File: config.mk
export PLATFORM = sky130hd
export DESIGN_NAME = cgm_top
export DESIGN_NICKNAME = d
export VERILOG_FILES = /design/src/core/cgm_div.v /design/src/core/cgm_sync.v /design/src/core/cgm_top.v
export VERILOG_INCLUDE_DIRS = /design/src /design/src/pkg
export SDC_FILE = /design/constraint.sdc
export NUM_CORES = 1
export LEC_CHECK = 0
export CELL_PAD_IN_SITES_DETAIL_PLACEMENT = 1
export CELL_PAD_IN_SITES_GLOBAL_PLACEMENT = 1
export CORE_MARGIN = 2
export CORE_UTILIZATION = 51
export DETAILED_ROUTE_END_ITERATION = 12
export DONT_BUFFER_PORTS = 1
export MAX_ROUTING_LAYER = met4
export PLACE_DENSITY_LB_ADDON = 0.1
export SETUP_SLACK_MARGIN = 0.15
export SYNTH_ARGS = -nofsm -noshare
export SYNTH_HDL_FRONTEND = slang
export SYNTH_SLANG_ARGS = --single-unit
File: constraint.sdc
create_clock -name core_clk -period 7.5 [get_ports core_clk]
set_input_delay 1.5 -clock core_clk [delete_from_list [all_inputs] [get_ports core_clk]]
set_output_delay 1.5 -clock core_clk [all_outputs]
set_load 0.05 [all_outputs]
File: src/pkg/cgm_map.vh
// register offsets, field positions, reset values and timing counts for the clock generator
`ifndef CGM_MAP_VH
`define CGM_MAP_VH
`define CGM_OFF_CTRL1 8'h00
`define CGM_OFF_CTRL2 8'h04
`define CGM_OFF_CTRL3 8'h08
`define CGM_OFF_CTRL4 8'h0c
`define CGM_OFF_STAT 8'h10
`define CGM_OFF_TRIMC 8'h14
`define CGM_OFF_TCNT 8'h18
`define CGM_OFF_TRIMV 8'h1c
`define CGM_OFF_FACT 8'h20
// ctrl1 fields
`define CGM_C1_INTERNAL_REF_CLOCK_ENABLE 1
`define CGM_C1_REFSEL 2
`define CGM_C1_DIV_LO 3
`define CGM_C1_CSS_LO 6
// ctrl2 fields
`define CGM_C2_FSSEL 0
`define CGM_C2_LP 1
`define CGM_C2_EXTREQ 2
// ctrl4 fields
`define CGM_C4_DRS_LO 5
`define CGM_C4_TUNING_32K_BIT 7
// trim control fields
`define CGM_TC_OSCSEL 5
`define CGM_TC_FAIL 6
`define CGM_TC_EN 7
// status fields
`define CGM_ST_EXTRDY 1
`define CGM_ST_CSST_LO 2
`define CGM_ST_REFST 4
`define CGM_ST_PLLOFF 5
`define CGM_ST_FSST 0
`define CGM_CTRL1_RST 8'h04
`define CGM_CSS_FLL 2'b00
`define CGM_CSS_INT 2'b01
`define CGM_CSS_EXT 2'b10
`define CGM_FAST_DIV 8'h80
`define CGM_TRIM_RST 9'h100
`define CGM_STAT_RST 8'h00
`define CGM_SW_NS 20
`define CGM_SW_CYC ((`CGM_SW_NS + 9) / 10)
`endif

File: src/core/cgm_div.v
// divider that turns oscillator ticks into one measurement gate pulse
module cgm_div #(
  parameter W = 8
) (
  input wire core_clk,
  input wire nrst,
  input wire clr,
  input wire tick,
  input wire [W-1:0] ratio,
  output reg gate_done
);
  reg [W-1:0] cnt_reg;
  always @(posedge core_clk) begin
    if (!nrst || clr) begin
      cnt_reg <= {W{1'b0}};
      gate_done <= 1'b0;
    end else begin
      gate_done <= 1'b0;
      if (tick) begin
        if (cnt_reg + 1'b1 >= ratio) begin
          cnt_reg <= {W{1'b0}};
          gate_done <= 1'b1;
        end else begin
          cnt_reg <= cnt_reg + 1'b1;
        end
      end
    end
  end
endmodule

File: src/core/cgm_sync.v
// two-flop synchroniser for signals that arrive from other clocks
module cgm_sync #(
  parameter W = 1
) (
  input wire core_clk,
  input wire nrst,
  input wire [W-1:0] d,
  output reg [W-1:0] q
);
  reg [W-1:0] meta_reg;
  always @(posedge core_clk) begin
    if (!nrst) begin
      meta_reg <= {W{1'b0}};
      q <= {W{1'b0}};
    end else begin
      meta_reg <= d;
      q <= meta_reg;
    end
  end
endmodule

File: src/core/cgm_top.v
// clock generator mode control and internal reference auto-trim machine
// Operation
// RL1: trim select picks slow or fast oscillator
// RL2: fast oscillator divided by 128 for trim
// RL3: trim enable starts run, self-clears
// RL4: control or trim writes, stop abort trim; ctrl2 writes do not abort here
// RL5: abort sets trim fail flag
// RL6: software uses external clock, bus 8-16 MHz
// RL7: successive approximation from trim msb
// RL8: oscillator gate counts bus clocks, compare
// RL9: clear or keep bit, all bits
// RL10: software loads expected count times 21
// RL11: reset into fll engaged internal mode
// RL12: software leaves reset mode via three modes
// RL13: fll keeps running in bypassed external
// RL14: software sets divider for 31.25-39.0625 kHz
// RL15: dco range gives 640 to 2560
// RL16: 32k tuning gives 732 to 2929
// RL17: dco range writes ignored in low power
// RL18: software polls status after each switch
// RL19: source select codes mirrored in status
// RL20: fast/slow select routes internal ref
// RL21: output clock source per mode
// RL22: software avoids 32k tuning internally
// RL23: unavailable source keeps previous selection
// RL24: low power disables fll in bypass
// RL25: clean run keeps result, no fail
//
// Added by the designer: the address map and the AXI4-Lite register port.
`include "cgm_map.vh"
module cgm_top #(
  parameter TRIM_W = 9,
  parameter CNT_W = 16
) (
  input wire core_clk,
  input wire nrst,
  input wire [31:0] s_axi_awaddr,
  input wire s_axi_awvalid,
  output reg s_axi_awready,
  input wire [31:0] s_axi_wdata,
  input wire [3:0] s_axi_wstrb,
  input wire s_axi_wvalid,
  output reg s_axi_wready,
  output reg [1:0] s_axi_bresp,
  output reg s_axi_bvalid,
  input wire s_axi_bready,
  input wire [31:0] s_axi_araddr,
  input wire s_axi_arvalid,
  output reg s_axi_arready,
  output reg [31:0] s_axi_rdata,
  output reg [1:0] s_axi_rresp,
  output reg s_axi_rvalid,
  input wire s_axi_rready,
  input wire slow_osc_clk,
  input wire fast_osc_clk,
  input wire ext_osc_ready,
  input wire stop_mode,
  output reg [1:0] output_clock_sel,
  output reg fll_ref_external,
  output reg fll_enable,
  output reg [11:0] fll_factor,
  output reg [2:0] reference_divider,
  output reg fast_slow_osc_select,
  output reg internal_ref_clock_enable,
  output reg external_osc_request,
  output reg [TRIM_W-1:0] slow_trim,
  output reg [TRIM_W-1:0] fast_trim
);
  // factor lookup for the output register; the readback returns that register
  function [11:0] fll_mult;
    input [1:0] rng;
    input tune32;
    begin
      case ({tune32, rng})
        3'h0: fll_mult = 12'd640;
        3'h1: fll_mult = 12'd1280;
        3'h2: fll_mult = 12'd1920;
        3'h3: fll_mult = 12'd2560;
        3'h4: fll_mult = 12'd732;
        3'h5: fll_mult = 12'd1464;
        3'h6: fll_mult = 12'd2197;
        default: fll_mult = 12'd2929;
      endcase
    end
  endfunction
  localparam S_IDLE = 2'd0;
  localparam S_MEAS = 2'd1;
  localparam S_DEC = 2'd2;
  localparam S_SYNC = 2'd3;
  reg [7:0] ctrl1_reg, ctrl2_reg, ctrl4_reg, trimc_reg;
  reg [15:0] tcnt_reg;
  reg [1:0] csst_reg;
  reg refst_reg, fsst_reg;
  reg [1:0] st_reg;
  reg [TRIM_W-1:0] sar_reg;
  reg [3:0] bit_reg;
  reg [CNT_W-1:0] cnt_reg;
  reg [1:0] osc_hist_reg;
  reg [31:0] awaddr_reg;
  reg [31:0] wdata_reg;
  reg [3:0] wstrb_reg;
  reg aw_have_reg, w_have_reg;
  wire slow_s, fast_s, ext_rdy_s, stop_s, gate_done;
  cgm_sync #(.W(4)) u_sync (
    .core_clk(core_clk),
    .nrst(nrst),
    .d({slow_osc_clk, fast_osc_clk, ext_osc_ready, stop_mode}),
    .q({slow_s, fast_s, ext_rdy_s, stop_s})
  );
  // RL1: oscillator under trim
  wire trim_fast = trimc_reg[`CGM_TC_OSCSEL];
  wire osc_s = trim_fast ? fast_s : slow_s;
  wire osc_rise = osc_hist_reg == 2'b01;
  wire running = st_reg != S_IDLE;
  wire drop_bit = st_reg == S_DEC && cnt_reg > tcnt_reg;
  wire [TRIM_W-1:0] sar_now = drop_bit ?
                              sar_reg & ~({{(TRIM_W-1){1'b0}}, 1'b1} << bit_reg) : sar_reg;
  // RL2: fast oscillator passes a divide-by-128 stage
  cgm_div #(.W(8)) u_div (
    .core_clk(core_clk),
    .nrst(nrst),
    .clr(st_reg != S_MEAS),
    .tick(osc_rise),
    .ratio(trim_fast ? `CGM_FAST_DIV : 8'h01),
    .gate_done(gate_done)
  );
  // write channel: address and data may come in either order
  wire do_wr = aw_have_reg && w_have_reg && !s_axi_bvalid;
  wire [7:0] wa = awaddr_reg[7:0];
  wire wr_c1 = do_wr && wa == `CGM_OFF_CTRL1 && wstrb_reg[0];
  wire wr_c2 = do_wr && wa == `CGM_OFF_CTRL2 && wstrb_reg[0];
  wire wr_c3 = do_wr && wa == `CGM_OFF_CTRL3 && wstrb_reg[0];
  wire wr_c4 = do_wr && wa == `CGM_OFF_CTRL4 && wstrb_reg[0];
  wire wr_tc = do_wr && wa == `CGM_OFF_TRIMC && wstrb_reg[0];
  wire wr_cv = do_wr && wa == `CGM_OFF_TCNT;
  wire wr_tv = do_wr && wa == `CGM_OFF_TRIMV;
  wire mapped_w = wa <= `CGM_OFF_FACT && wa[1:0] == 2'b00;
  // RL4: abort sources
  wire abort = running && (wr_c1 || wr_c3 || wr_c4 || wr_tc || stop_s);
  always @(posedge core_clk) begin
    if (!nrst) begin
      s_axi_awready <= 1'b1;
      s_axi_wready <= 1'b1;
      s_axi_bvalid <= 1'b0;
      s_axi_bresp <= 2'b00;
      aw_have_reg <= 1'b0;
      w_have_reg <= 1'b0;
      awaddr_reg <= 32'h0;
      wdata_reg <= 32'h0;
      wstrb_reg <= 4'h0;
    end else begin
      if (s_axi_awvalid && s_axi_awready) begin
        awaddr_reg <= s_axi_awaddr;
        aw_have_reg <= 1'b1;
        s_axi_awready <= 1'b0;
      end
      if (s_axi_wvalid && s_axi_wready) begin
        wdata_reg <= s_axi_wdata;
        wstrb_reg <= s_axi_wstrb;
        w_have_reg <= 1'b1;
        s_axi_wready <= 1'b0;
      end
      if (do_wr) begin
        s_axi_bvalid <= 1'b1;
        s_axi_bresp <= mapped_w ? 2'b00 : 2'b10;
      end
      if (s_axi_bvalid && s_axi_bready) begin
        s_axi_bvalid <= 1'b0;
        aw_have_reg <= 1'b0;
        w_have_reg <= 1'b0;
        s_axi_awready <= 1'b1;
        s_axi_wready <= 1'b1;
      end
    end
  end
  // control registers
  always @(posedge core_clk) begin
    if (!nrst) begin
      // RL11: reset into fll engaged internal
      ctrl1_reg <= `CGM_CTRL1_RST;
      ctrl2_reg <= 8'h00;
      ctrl4_reg <= 8'h00;
      tcnt_reg <= 16'h0;
    end else begin
      if (wr_c1)
        ctrl1_reg <= wdata_reg[7:0];
      if (wr_c2)
        ctrl2_reg <= wdata_reg[7:0];
      if (wr_c4) begin
        ctrl4_reg[`CGM_C4_TUNING_32K_BIT] <= wdata_reg[`CGM_C4_TUNING_32K_BIT];
        // RL17: range frozen while low power is set
        if (!ctrl2_reg[`CGM_C2_LP])
          ctrl4_reg[`CGM_C4_DRS_LO+1:`CGM_C4_DRS_LO] <=
            wdata_reg[`CGM_C4_DRS_LO+1:`CGM_C4_DRS_LO];
      end
      if (wr_cv && wstrb_reg[0])
        tcnt_reg[7:0] <= wdata_reg[7:0];
      if (wr_cv && wstrb_reg[1])
        tcnt_reg[15:8] <= wdata_reg[15:8];
    end
  end
  // trim control and the successive approximation machine
  always @(posedge core_clk) begin
    if (!nrst) begin
      trimc_reg <= 8'h00;
      st_reg <= S_IDLE;
      sar_reg <= {TRIM_W{1'b0}};
      bit_reg <= 4'h0;
      cnt_reg <= {CNT_W{1'b0}};
      osc_hist_reg <= 2'b00;
      slow_trim <= `CGM_TRIM_RST;
      fast_trim <= `CGM_TRIM_RST;
    end else begin
      osc_hist_reg <= {osc_hist_reg[0], osc_s};
      if (wr_tv && !running) begin
        if (trim_fast)
          fast_trim <= wdata_reg[TRIM_W-1:0];
        else
          slow_trim <= wdata_reg[TRIM_W-1:0];
      end
      if (abort) begin
        // RL5: abort raises the fail flag
        trimc_reg[`CGM_TC_EN] <= 1'b0;
        trimc_reg[`CGM_TC_FAIL] <= 1'b1;
        if (wr_tc)
          trimc_reg[`CGM_TC_OSCSEL] <= wdata_reg[`CGM_TC_OSCSEL];
        st_reg <= S_IDLE;
      end else begin
        if (wr_tc) begin
          trimc_reg[`CGM_TC_OSCSEL] <= wdata_reg[`CGM_TC_OSCSEL];
          // fail flag clears on writing one
          if (wdata_reg[`CGM_TC_FAIL])
            trimc_reg[`CGM_TC_FAIL] <= 1'b0;
          // RL3: start run
          if (wdata_reg[`CGM_TC_EN]) begin
            trimc_reg[`CGM_TC_EN] <= 1'b1;
            st_reg <= S_SYNC;
            // RL7: begin with msb set
            sar_reg <= {1'b1, {(TRIM_W-1){1'b0}}};
            bit_reg <= TRIM_W[3:0] - 4'h1;
            cnt_reg <= {CNT_W{1'b0}};
          end
        end
        case (st_reg)
          S_IDLE: begin
          end
          // gate opens on an oscillator rise so each count spans whole periods
          S_SYNC:
            if (osc_rise)
              st_reg <= S_MEAS;
          S_MEAS: begin
            // RL8: bus clocks counted during the gate
            if (gate_done)
              st_reg <= S_DEC;
            else if (cnt_reg != {CNT_W{1'b1}})
              cnt_reg <= cnt_reg + 1'b1;
          end
          S_DEC: begin
            // RL9: longer period means too slow a clock, so drop the bit
            if (cnt_reg > tcnt_reg)
              sar_reg[bit_reg] <= 1'b0;
            cnt_reg <= {CNT_W{1'b0}};
            if (bit_reg == 4'h0) begin
              // RL25: clean finish keeps result
              st_reg <= S_IDLE;
              trimc_reg[`CGM_TC_EN] <= 1'b0;
            end else begin
              bit_reg <= bit_reg - 4'h1;
              sar_reg[bit_reg - 4'h1] <= 1'b1;
              st_reg <= S_SYNC;
            end
          end
          default: st_reg <= S_IDLE;
        endcase
      end
      // trial value drives the oscillator under trim while running
      if (running && !abort) begin
        if (trim_fast)
          fast_trim <= sar_now;
        else
          slow_trim <= sar_now;
      end
    end
  end
  // status and outputs
  wire [1:0] css = ctrl1_reg[`CGM_C1_CSS_LO+1:`CGM_C1_CSS_LO];
  wire ref_int = ctrl1_reg[`CGM_C1_REFSEL];
  wire lp = ctrl2_reg[`CGM_C2_LP];
  // RL23: external source needs a ready oscillator, code 11 never available
  wire css_ok = css == `CGM_CSS_FLL || css == `CGM_CSS_INT ||
                (css == `CGM_CSS_EXT && ext_rdy_s);
  wire bypass = csst_reg != `CGM_CSS_FLL;

  always @(posedge core_clk) begin
    if (!nrst) begin
      csst_reg <= `CGM_CSS_FLL;
      refst_reg <= 1'b1;
      fsst_reg <= 1'b0;
      output_clock_sel <= `CGM_CSS_FLL;
      fll_ref_external <= 1'b0;
      fll_enable <= 1'b1;
      fll_factor <= 12'd640;
      reference_divider <= 3'b000;
      fast_slow_osc_select <= 1'b0;
      internal_ref_clock_enable <= 1'b0;
      external_osc_request <= 1'b0;
    end else begin
      // RL19: status follows a completed switch
      if (css_ok)
        csst_reg <= css;
      refst_reg <= ref_int || !ext_rdy_s;
      fsst_reg <= ctrl2_reg[`CGM_C2_FSSEL];
      // RL21: output source per mode
      output_clock_sel <= csst_reg;
      fll_ref_external <= !refst_reg;
      // RL13: fll runs in bypass unless low power or stop mode
      // RL24: low power stops fll in bypass
      fll_enable <= !(bypass && lp) && !stop_s;
      // RL15: factor from range and tuning
      // RL16: tuned factors
      fll_factor <= fll_mult(ctrl4_reg[`CGM_C4_DRS_LO+1:`CGM_C4_DRS_LO],
                             ctrl4_reg[`CGM_C4_TUNING_32K_BIT]);
      reference_divider <= ctrl1_reg[`CGM_C1_DIV_LO+2:`CGM_C1_DIV_LO];
      // RL20: internal ref routed by fast/slow select
      fast_slow_osc_select <= ctrl2_reg[`CGM_C2_FSSEL];
      internal_ref_clock_enable <= ctrl1_reg[`CGM_C1_INTERNAL_REF_CLOCK_ENABLE];
      external_osc_request <= ctrl2_reg[`CGM_C2_EXTREQ];
    end
  end
  // read channel, one cycle after the address is taken
  reg [31:0] rd_mux;
  always @* begin
    rd_mux = 32'h0;
    case (s_axi_araddr[7:0])
      `CGM_OFF_CTRL1: rd_mux = {24'h0, ctrl1_reg};
      `CGM_OFF_CTRL2: rd_mux = {24'h0, ctrl2_reg};
      `CGM_OFF_CTRL4: rd_mux = {24'h0, ctrl4_reg};
      `CGM_OFF_STAT: rd_mux = {26'h0, !fll_enable, refst_reg, csst_reg,
                               ext_rdy_s, fsst_reg};
      `CGM_OFF_TRIMC: rd_mux = {24'h0, trimc_reg};
      `CGM_OFF_TCNT: rd_mux = {16'h0, tcnt_reg};
      `CGM_OFF_TRIMV: rd_mux = {{(32-TRIM_W){1'b0}}, trim_fast ? fast_trim : slow_trim};
      `CGM_OFF_FACT: rd_mux = {20'h0, fll_factor};
      default: rd_mux = 32'h0;
    endcase
  end
  wire rd_ok = s_axi_araddr[7:0] <= `CGM_OFF_FACT && s_axi_araddr[1:0] == 2'b00 &&
               s_axi_araddr[31:8] == 24'h0;
  always @(posedge core_clk) begin
    if (!nrst) begin
      s_axi_arready <= 1'b1;
      s_axi_rvalid <= 1'b0;
      s_axi_rdata <= 32'h0;
      s_axi_rresp <= 2'b00;
    end else begin
      if (s_axi_arvalid && s_axi_arready) begin
        s_axi_arready <= 1'b0;
        s_axi_rvalid <= 1'b1;
        s_axi_rdata <= rd_ok ? rd_mux : 32'h0;
        s_axi_rresp <= rd_ok ? 2'b00 : 2'b10;
      end else if (s_axi_rvalid && s_axi_rready) begin
        s_axi_rvalid <= 1'b0;
        s_axi_arready <= 1'b1;
      end
    end
  end
endmodule

### After elaboration in Yosys (flattened, before gate mapping)

Cells that the tools add are included.

* input bits: 111
* output and inout port bits: 81
* word-level logic and storage cells: 217
* flip-flop bits (word level): 200

* reduce and logical (&&, ||, !) cells: 68
* equality and inequality tests: 27
* bitwise gates (word level): 8
* $add $sub $neg: 3
* shift-type cells: 1
* $lt $le $gt $ge: 8
* mux-type cells: 59

Operator list (count)
* $mux 9: 20
* $pmux 16 s8: 1
* $pmux 12 s7: 1
* $mux 16: 4
* $eq 8x5->1 const B: 7
* $logic_and 1x1->1: 33
* $mux 32: 1
* $pmux 16 s2: 1
* $eq 8x4->1 const B: 3
* $logic_not 24->1: 1
* $and 9x9->9: 2
* $not 9->9: 2
* $add 16x1->16 const B: 1
* $eq 8x3->1 const B: 2
* $gt 16x16->1: 1
* $le 8x6->1 const B: 2
* $logic_not 8->1: 2
* $mux 2: 8
* $mux 4: 4
* $mux 8: 2
* $ne 16x16->1 const B: 1
* $mux 1: 13
* $lt 4x5->1 const B: 2
* $reduce_bool 2->1: 5
* 24 further kinds: 55

### Depth between registers and ports, before layout

Gate-level depths: netlist of run 1.

* word-level depth: 19
* mapped depth: 9
* depth with buffers taken out: 9

### Hierarchy

A second synthesis of run 1 with hierarchy kept.

* cells, all modules: 1056
* area, all modules: 9013.6 sq um

Modules (own cells, without submodules)
* cgm_top: sequential area each 3283.1 sq um, area each 8146.6 sq um, instances 1, cells an instance 963
* cgm_div: sequential area each 180.2 sq um, area each 656.9 sq um, instances 1, cells an instance 77
* cgm_sync: sequential area each 160.2 sq um, area each 210.2 sq um, instances 1, cells an instance 16

### Worst setup path before layout of run 1

No wires, ideal clock.

* kind: input to register
* start point: in s_axi_araddr[3]
* end point: reg s_axi_rdata[6]
* arrival: 3.127 ns
* cell stages on the path: 7
* path buffers: 1
* data required time: 7.430 ns
* path slack: 4.303 ns
* setup time: 0.070 ns
* cell sequence: buf_2 or3_1 o31a_1 nor4_2 nand3_1 a31o_2 a21boi_1

* cells in the longest elaborated chain, start to end: 4
* elaborated cells on any way between the ends: 13
* classes of those cells: order compare (1); eq/ne (7); mux (2); reduce/logical (3)

Ends and longest elaborated chain
* from (decl): line cgm_top.v:47 `input wire [31:0] s_axi_araddr,`
* $le 8x6->1 (no line)
* $logic_and 1x1->1 (2 in series): line cgm_top.v:347 `` wire rd_ok = s_axi_araddr[7:0] <= `CGM_OFF_FACT && s_axi_araddr[1:0] == 2'b00 && ``
* $mux 32 *: line cgm_top.v:359 `s_axi_rdata <= rd_ok ? rd_mux : 32'h0;`
* to (signal assigned): line cgm_top.v:359
* to (decl): line cgm_top.v:50 `output reg [31:0] s_axi_rdata,`

Mark *: on every way between the ends. The rest lies on a longest branch, timed or not.
A chain may end at the register's enable or synchronous reset.

### Worst setup path in the final report of run 1

* start point: reg awaddr_reg[2]
* end point: reg cnt_reg[11]

* cells in the longest elaborated chain, start to end: 8
* elaborated cells on any way between the ends: 21
* classes of those cells: eq/ne (3); mux (4); reduce/logical (14)

Ends and longest elaborated chain
* from (decl): line cgm_top.v:99 `reg [31:0] awaddr_reg;`
* from (signal assigned): line cgm_top.v:153 `awaddr_reg <= s_axi_awaddr;`
* parallel branches: the longest is 8 deep, another holds $mux 16
* to (signal assigned): line cgm_top.v:209 `cnt_reg <= {CNT_W{1'b0}};`
* to (signal assigned): line cgm_top.v:241 `cnt_reg <= {CNT_W{1'b0}};`
* to (signal assigned): line cgm_top.v:256 `cnt_reg <= cnt_reg + 1'b1;`
* to (decl): line cgm_top.v:97 `reg [CNT_W-1:0] cnt_reg;`

Parallel ways; which one is timed is not known.

==> flow_metrics.env, run 1 <==
export IMPL_status="complete, no violations"
export IMPL_wl_per_cell_um=20.6
export IMPL_slew_viol_final=0
export IMPL_synthXorXnorAreaFrac_pct=0.953
export IMPL_crit_cells=6
export IMPL_rows=49
export IMPL_ys_types=75
export IMPL_fp_dieArea_um2=19100
export IMPL_finalClockSkew_ps=9.71
export IMPL_grt_pass1_vias=7578
export IMPL_grt_max_degree=182
export IMPL_synth_top_family_by_area="simple AND/OR/NAND/NOR gates"
export IMPL_drc=0
export IMPL_tns_ps=0
export IMPL_yosysTopAreaCellShare_pct=39.4
export IMPL_yosysWarnings=0
export IMPL_worst_pin_slew_ps=1100
export IMPL_cap_violations=0
export IMPL_path_cells="nor2b_1 -> xnor2_1 -> a31oi_2 -> nand2_1 -> or3_1 -> a21oi_1"
export IMPL_synth_compound_area_share_pct=19.8
export IMPL_ys_flop_type="dfxtp_1"
export IMPL_worst_path_max_fanout=13
export IMPL_report_final_setup_viol=0
export IMPL_rr_worst_depth=6
export IMPL_ctsRootBufferMaster="clkbuf_16"
export IMPL_arrival_ps=3750
export IMPL_slowest_stage="nor2b_1"
export IMPL_period_minus_slack_ps=3390
export IMPL_dp_hpwl_um=18600
export IMPL_cp_end_kind="flop"
export IMPL_syn_area_um2=9190
export IMPL_clock_sinks=181
export IMPL_final_nets=1164
export IMPL_rsz0062_at_grt="no"
export IMPL_die_w_um=138
export IMPL_grt_first_pass_wirelength_um=41600
export IMPL_coreArea_um2=17800
export IMPL_gr_total_overflow=0
export IMPL_synthAdderAreaFrac_pct=4.49
export IMPL_min_to="fll_ref_external"
export IMPL_final_period_utilization_pct=45.1
export IMPL_whs_path_depth=1
export IMPL_synth_cells=1060
export IMPL_p_per_area_nw_per_um2=200
export IMPL_yosys_area_top_type="dfxtp_1"
export IMPL_required_ps=7870
export IMPL_crit_buf_inv=0
export IMPL_placed_area_um2=9170
export IMPL_rrSetupSlack_ps=4110
export IMPL_drive_gt1_share_pct=6.20
export IMPL_cts_buffer_depth=2
export IMPL_final_area_um2=9720
export IMPL_syn2layout_area_growth_pct=5.76
export IMPL_drtAntennaViolNets=0
export IMPL_fillers=2104
export IMPL_cts_tree="yes"
export IMPL_synth_edf_count=0
export IMPL_synth_area_per_cell_um2=8.67
export IMPL_vias=7608
export IMPL_path_class="reg2reg"
export IMPL_dr_pass1_iters=4
export IMPL_synthSimpleGateAreaFrac_pct=23.9
export IMPL_r2r_end="cnt_reg[11]"
export IMPL_diodes=0
export IMPL_io_pins=192
export IMPL_crit_family="simple AND/OR/NAND/NOR gates"
export IMPL_power_leakage_nw=3.51
export IMPL_worstReg2RegStart="awaddr_reg[2]"
export IMPL_start_kind="flop"
export IMPL_port_buffer_count=0
export IMPL_cts_repair_resize_count=0
export IMPL_hold_path_class="reg2reg"
export IMPL_synth_seq_area_share_pct=39.4
export IMPL_hold_start="refst_reg"
export IMPL_async_reset_ff_share_pct=0
export IMPL_cts_hold_buf=0
export IMPL_die_height_um=138
export IMPL_grtUsageTotal_pct=27.9
export IMPL_clkTransAtPathRegs_ps=70
export IMPL_start_util_pct=51.5
export IMPL_wl_um=25900
export IMPL_slew_headroom_pct=26.7
export IMPL_synth_area_mux_share_pct=5.28
export IMPL_ys_ff_latch=181
export IMPL_htree_levels=4
export IMPL_cts_setup_buffers=0
export IMPL_fmaxAchievable_ghz=0.295
export IMPL_ir_drop_mv=0.185
export IMPL_drt_iter0_drc=453
export IMPL_hold_viol=0
export IMPL_cts_inserted_buffers=17
export IMPL_synthTopCellsByArea="dfxtp_1, nand2_1, mux2i_1"
export IMPL_grt_antenna_before_repair=0
export IMPL_max_stage_delay_ps=740
export IMPL_viasPerCell=6.03
export IMPL_clk_latency_ps=430
export IMPL_place_gp_congestion=0.843
-- report_power, final --
group	switching (mW)	internal [mW]	total, mW
clock network	0.398	0.461	0.859
logic	0.0532	0.0231	0.0763
registers	0.0307	0.975	1.01
-- final cells by class --
class / instances / area, um^2 / area share [%]
clock inverter: 13 / 121 / 1.25
tap: 229 / 287 / 2.95
timing repair buffer: 4 / 30.0 / 0.309
sequential: 181 / 3620 / 37.3
clock buffer: 18 / 429 / 4.42
inverter: 39 / 146 / 1.51
multi-input combinational: 777 / 5080 / 52.3
-- synthesized netlist by cell type, drive strengths merged, types with 5 or more instances --
cell type  instances
dfxtp            181
nand2            137
nand3             62
a21boi            52
nor2              50
clkbuf            47
mux2i             44
and2              41
inv               39
nor2b             39
o21ai             36
buf               34
a21oi             33
ha                33
a32o              18
nor4              18
a31oi             16
a22o              13
nor3              13
a22oi             11
nand4             11
and3               9
nand2b             9
o21a               9
o22ai              8
nand3b             7
a211oi             6
xnor2              6
nor3b              5
o2bb2ai            5
-- layout by cell type (no fill, tap or decap), types with 9 or more instances in the layout --
cell / instances
dfxtp_1: 181
nand2_1: 137
nand3_1: 61
a21boi_0: 50
nor2_1: 50
mux2i_1: 44
and2_1: 41
inv_1: 39
nor2b_1: 39
ha_1: 33
o21ai_0: 32
a21oi_1: 31
conb_1: 19
a32o_1: 18
clkbuf_16: 17
a31oi_1: 15
a22o_1: 13
nor3_1: 12
nor4_1: 11
a22oi_1: 11
and3_1: 9
nand2b_1: 9
nand4_1: 9
o21a_1: 9
-- worst max path at each step --
stage / endpoint / start / slack (ps)
floorplan: s_axi_rdata[6] / s_axi_araddr[3] / 4300
global placement: s_axi_rdata[10] / s_axi_araddr[1] / 3990
detailed placement: s_axi_rdata[9] / s_axi_araddr[1] / 3950
CTS: cnt_reg[11] / awaddr_reg[2] / 4130
global route: cnt_reg[11] / awaddr_reg[2] / 3800
finish: cnt_reg[11] / awaddr_reg[2] / 4110
-- metal layers --
metal / wire [um] / vias to the layer above / part of all wire (%) / GRT usage (%)
li1: - / 3663 / - / -
met1: 12000 / 3763 / 46 / 36.7
met2: 12000 / 160 / 46 / 43.6
met3: 1620 / 22 / 6.2 / 7.38
met4: 332 / 0 / 1.3 / 5.53
met5: 0 / - / 0 / -
-- cell families after synthesis --
group	Yosys count
multiplexers	47
adder cells (fa/ha/maj)	33
buffers and inverters	120
AND/OR/NAND/NOR	421
other	1
flip-flops	181
XOR/XNOR	10
AO/OA/AOI/OAI	247
-- per-stage QoR --
step	hold slack, ps	power (mW)	utilization, %	worst slack, ps	std cells
floorplan	392	1.11	-	4300	1078
global placement	415	1.10	51.4	3990	1230
detailed placement	415	1.10	51.4	3950	1230
CTS	424	1.96	54.5	4130	1261
global route	431	2.01	54.5	3800	1261
finish	417	1.94	54.5	4110	1261
(Power assumes the default switching activity.)
==> inputs of run 2 (changes only) <==
--- a/config.mk
+++ b/config.mk
@@ -9,7 +9,7 @@
 export CELL_PAD_IN_SITES_DETAIL_PLACEMENT = 1
 export CELL_PAD_IN_SITES_GLOBAL_PLACEMENT = 1
 export CORE_MARGIN = 2
-export CORE_UTILIZATION = 51
+export CORE_UTILIZATION = 43
 export DETAILED_ROUTE_END_ITERATION = 12
 export DONT_BUFFER_PORTS = 1
 export MAX_ROUTING_LAYER = met4
==> constraint.sdc (replaced) <==
create_clock -name core_clk -period 2.73 [get_ports core_clk]
set_input_delay 0.546 -clock core_clk [delete_from_list [all_inputs] [get_ports core_clk]]
set_output_delay 0.546 -clock core_clk [all_outputs]
set_load 0.05 [all_outputs]
==> run 2 against run 1 <==
Net effect: highest routed layer unchanged; clock power grew to 3.0 times the previous value; die area grew 18%; critical path depth increased by 4; sequential share of layout area down 1.8 points; largest power group unchanged.
==> flow_metrics.env, run 2 (synthesis gave the netlist of run 1 again) <==
export IMPL_ctsRootBufferMaster="clkbuf_16"
export IMPL_coreArea_um2=21000
export IMPL_whs_path_depth=1
export IMPL_r2r_end="u_div.cnt_reg[6]"
export IMPL_io_pins=192
export IMPL_drive_gt1_share_pct=11.2
export IMPL_drc=0
export IMPL_grt_antenna_before_repair=2
export IMPL_multi_input_area_um2=5140
export IMPL_utilization_pct=48.7
export IMPL_final_common_cell="dfxtp_1"
export IMPL_cts_buffer_depth=2
export IMPL_hold_ws_ps=203
export IMPL_report_final_setup_viol=0
export IMPL_cts_tree="yes"
export IMPL_slew_viol_final=0
export IMPL_path_class="reg2reg"
export IMPL_cts_hold_buf=0
export IMPL_syn2layout_area_growth_pct=11.4
export IMPL_worstReg2RegStart="u_div.cnt_reg[2]"
export IMPL_startpoint="u_div.cnt_reg[2]"
export IMPL_worst_slack_ps=310
export IMPL_rr_worst_depth=10
export IMPL_port_buffer_count=0
export IMPL_rows=53
export IMPL_hold_path_class="in2reg"
export IMPL_fillers=2474
export IMPL_rrSetupSlack_ps=310
export IMPL_place_gp_congestion=0.833
export IMPL_wl_um=27500
export IMPL_rsz0062_at_grt="no"
export IMPL_arrival_ps=2780
export IMPL_cp_end_kind="flop"
export IMPL_final_nets=1207
export IMPL_die_height_um=150
export IMPL_power_leakage_nw=3.76
export IMPL_wl_per_cell_um=20.3
export IMPL_layout_common_cells="dfxtp_1, nand2_1, nand3_1, a21boi_0, nor2_1"
export IMPL_tns_ps=0
export IMPL_min_to="s_axi_wready"
export IMPL_start_util_pct=43.7
export IMPL_cts_inserted_buffers=17
export IMPL_htree_levels=4
export IMPL_seq_area_um2=3630
export IMPL_hold_start="s_axi_wvalid"
export IMPL_viasPerCell=5.66
export IMPL_period_minus_slack_ps=2420
export IMPL_status="complete, no violations"
export IMPL_fmaxAchievable_ghz=0.413
export IMPL_gr_total_overflow=0
export IMPL_drtAntennaViolNets=0
export IMPL_worst_path_max_fanout=4
export IMPL_cap_violations=0
export IMPL_dr_pass1_iters=5
export IMPL_start_kind="flop"
export IMPL_p_per_area_nw_per_um2=547
export IMPL_die_w_um=150
export IMPL_worst_pin_slew_ps=893
export IMPL_required_ps=3090
export IMPL_hold_viol=0
export IMPL_grt_max_degree=182
export IMPL_clock_sinks=181
export IMPL_clk_latency_ps=440
export IMPL_dp_hpwl_um=20100
export IMPL_vias=7656
export IMPL_drt_iter0_drc=345
export IMPL_pre_cts_slack_ps=136
export IMPL_finalClockSkew_ps=15.0
export IMPL_grtUsageTotal_pct=25.4
export IMPL_final_period_utilization_pct=88.6
export IMPL_grt_first_pass_wirelength_um=43200
export IMPL_grt_pass1_vias=7707
export IMPL_clkTransAtPathRegs_ps=70
export IMPL_ir_drop_mv=0.415
export IMPL_fp_dieArea_um2=22500
export IMPL_slew_headroom_pct=40.3
## run 2: timing repair
action | 4_1_cts | 5_1_grt
hold endpoints to repair | 0 | 0
buffers inserted | 0 | 2
endpoints found under the setup margin | 6 | 12
pin swaps | 1 | 5
gates resized for setup | 0 | 14
## run 2: layout make-up
class	instances	share of cell area [%]
flip-flops and latches	181	35.5
well taps	275	3.36
diodes	2	0.0489
inverters	39	1.43
repair buffers	47	3.45
multi-input cells	777	50.3
clock buffers	20	4.37
clock inverters	12	1.63
## run 2: per-layer routing
layer  GRT usage, %  share of wire (%)
met5              -                  0
met4           8.07                2.0
met3           6.18                5.5
met2           38.7                 45
met1           33.4                 48
## run 2: where the power goes
group | switching (mW) | internal, mW | total (mW)
Combinational | 0.171 | 0.0749 | 0.246
Sequential | 0.0646 | 2.68 | 2.74
Clock | 1.12 | 1.48 | 2.60
Total | 1.36 | 4.24 | 5.59
## run 2: critical path: stages (launching register included)
cell and delay [ps]:
dfxtp_2 330, and3_4 180, and3_4 200, nand3_4 80, xnor2_2 160, ha_2 180, or4b_4 480, o32ai_2 300
buf_4 180, nand3_1 70, a31oi_1 180
## run 2: metrics by stage
stage	cells	total power, mW	area (um^2)
5_1_grt	1353	5.79	10200
4_1_cts	1349	5.65	10200
3_3_place_gp	1317	3.04	9540
3_5_place_dp	1317	3.05	9540
6_report	1353	5.59	10200
2_1_floorplan	1078	3.04	9260
## run 2: worst max path at each step
stage,to
detailed placement,u_div.cnt_reg[6]
CTS,u_div.cnt_reg[6]
global route,u_div.cnt_reg[6]
finish,u_div.cnt_reg[6]
global placement,u_div.cnt_reg[4]
floorplan,u_div.cnt_reg[6]
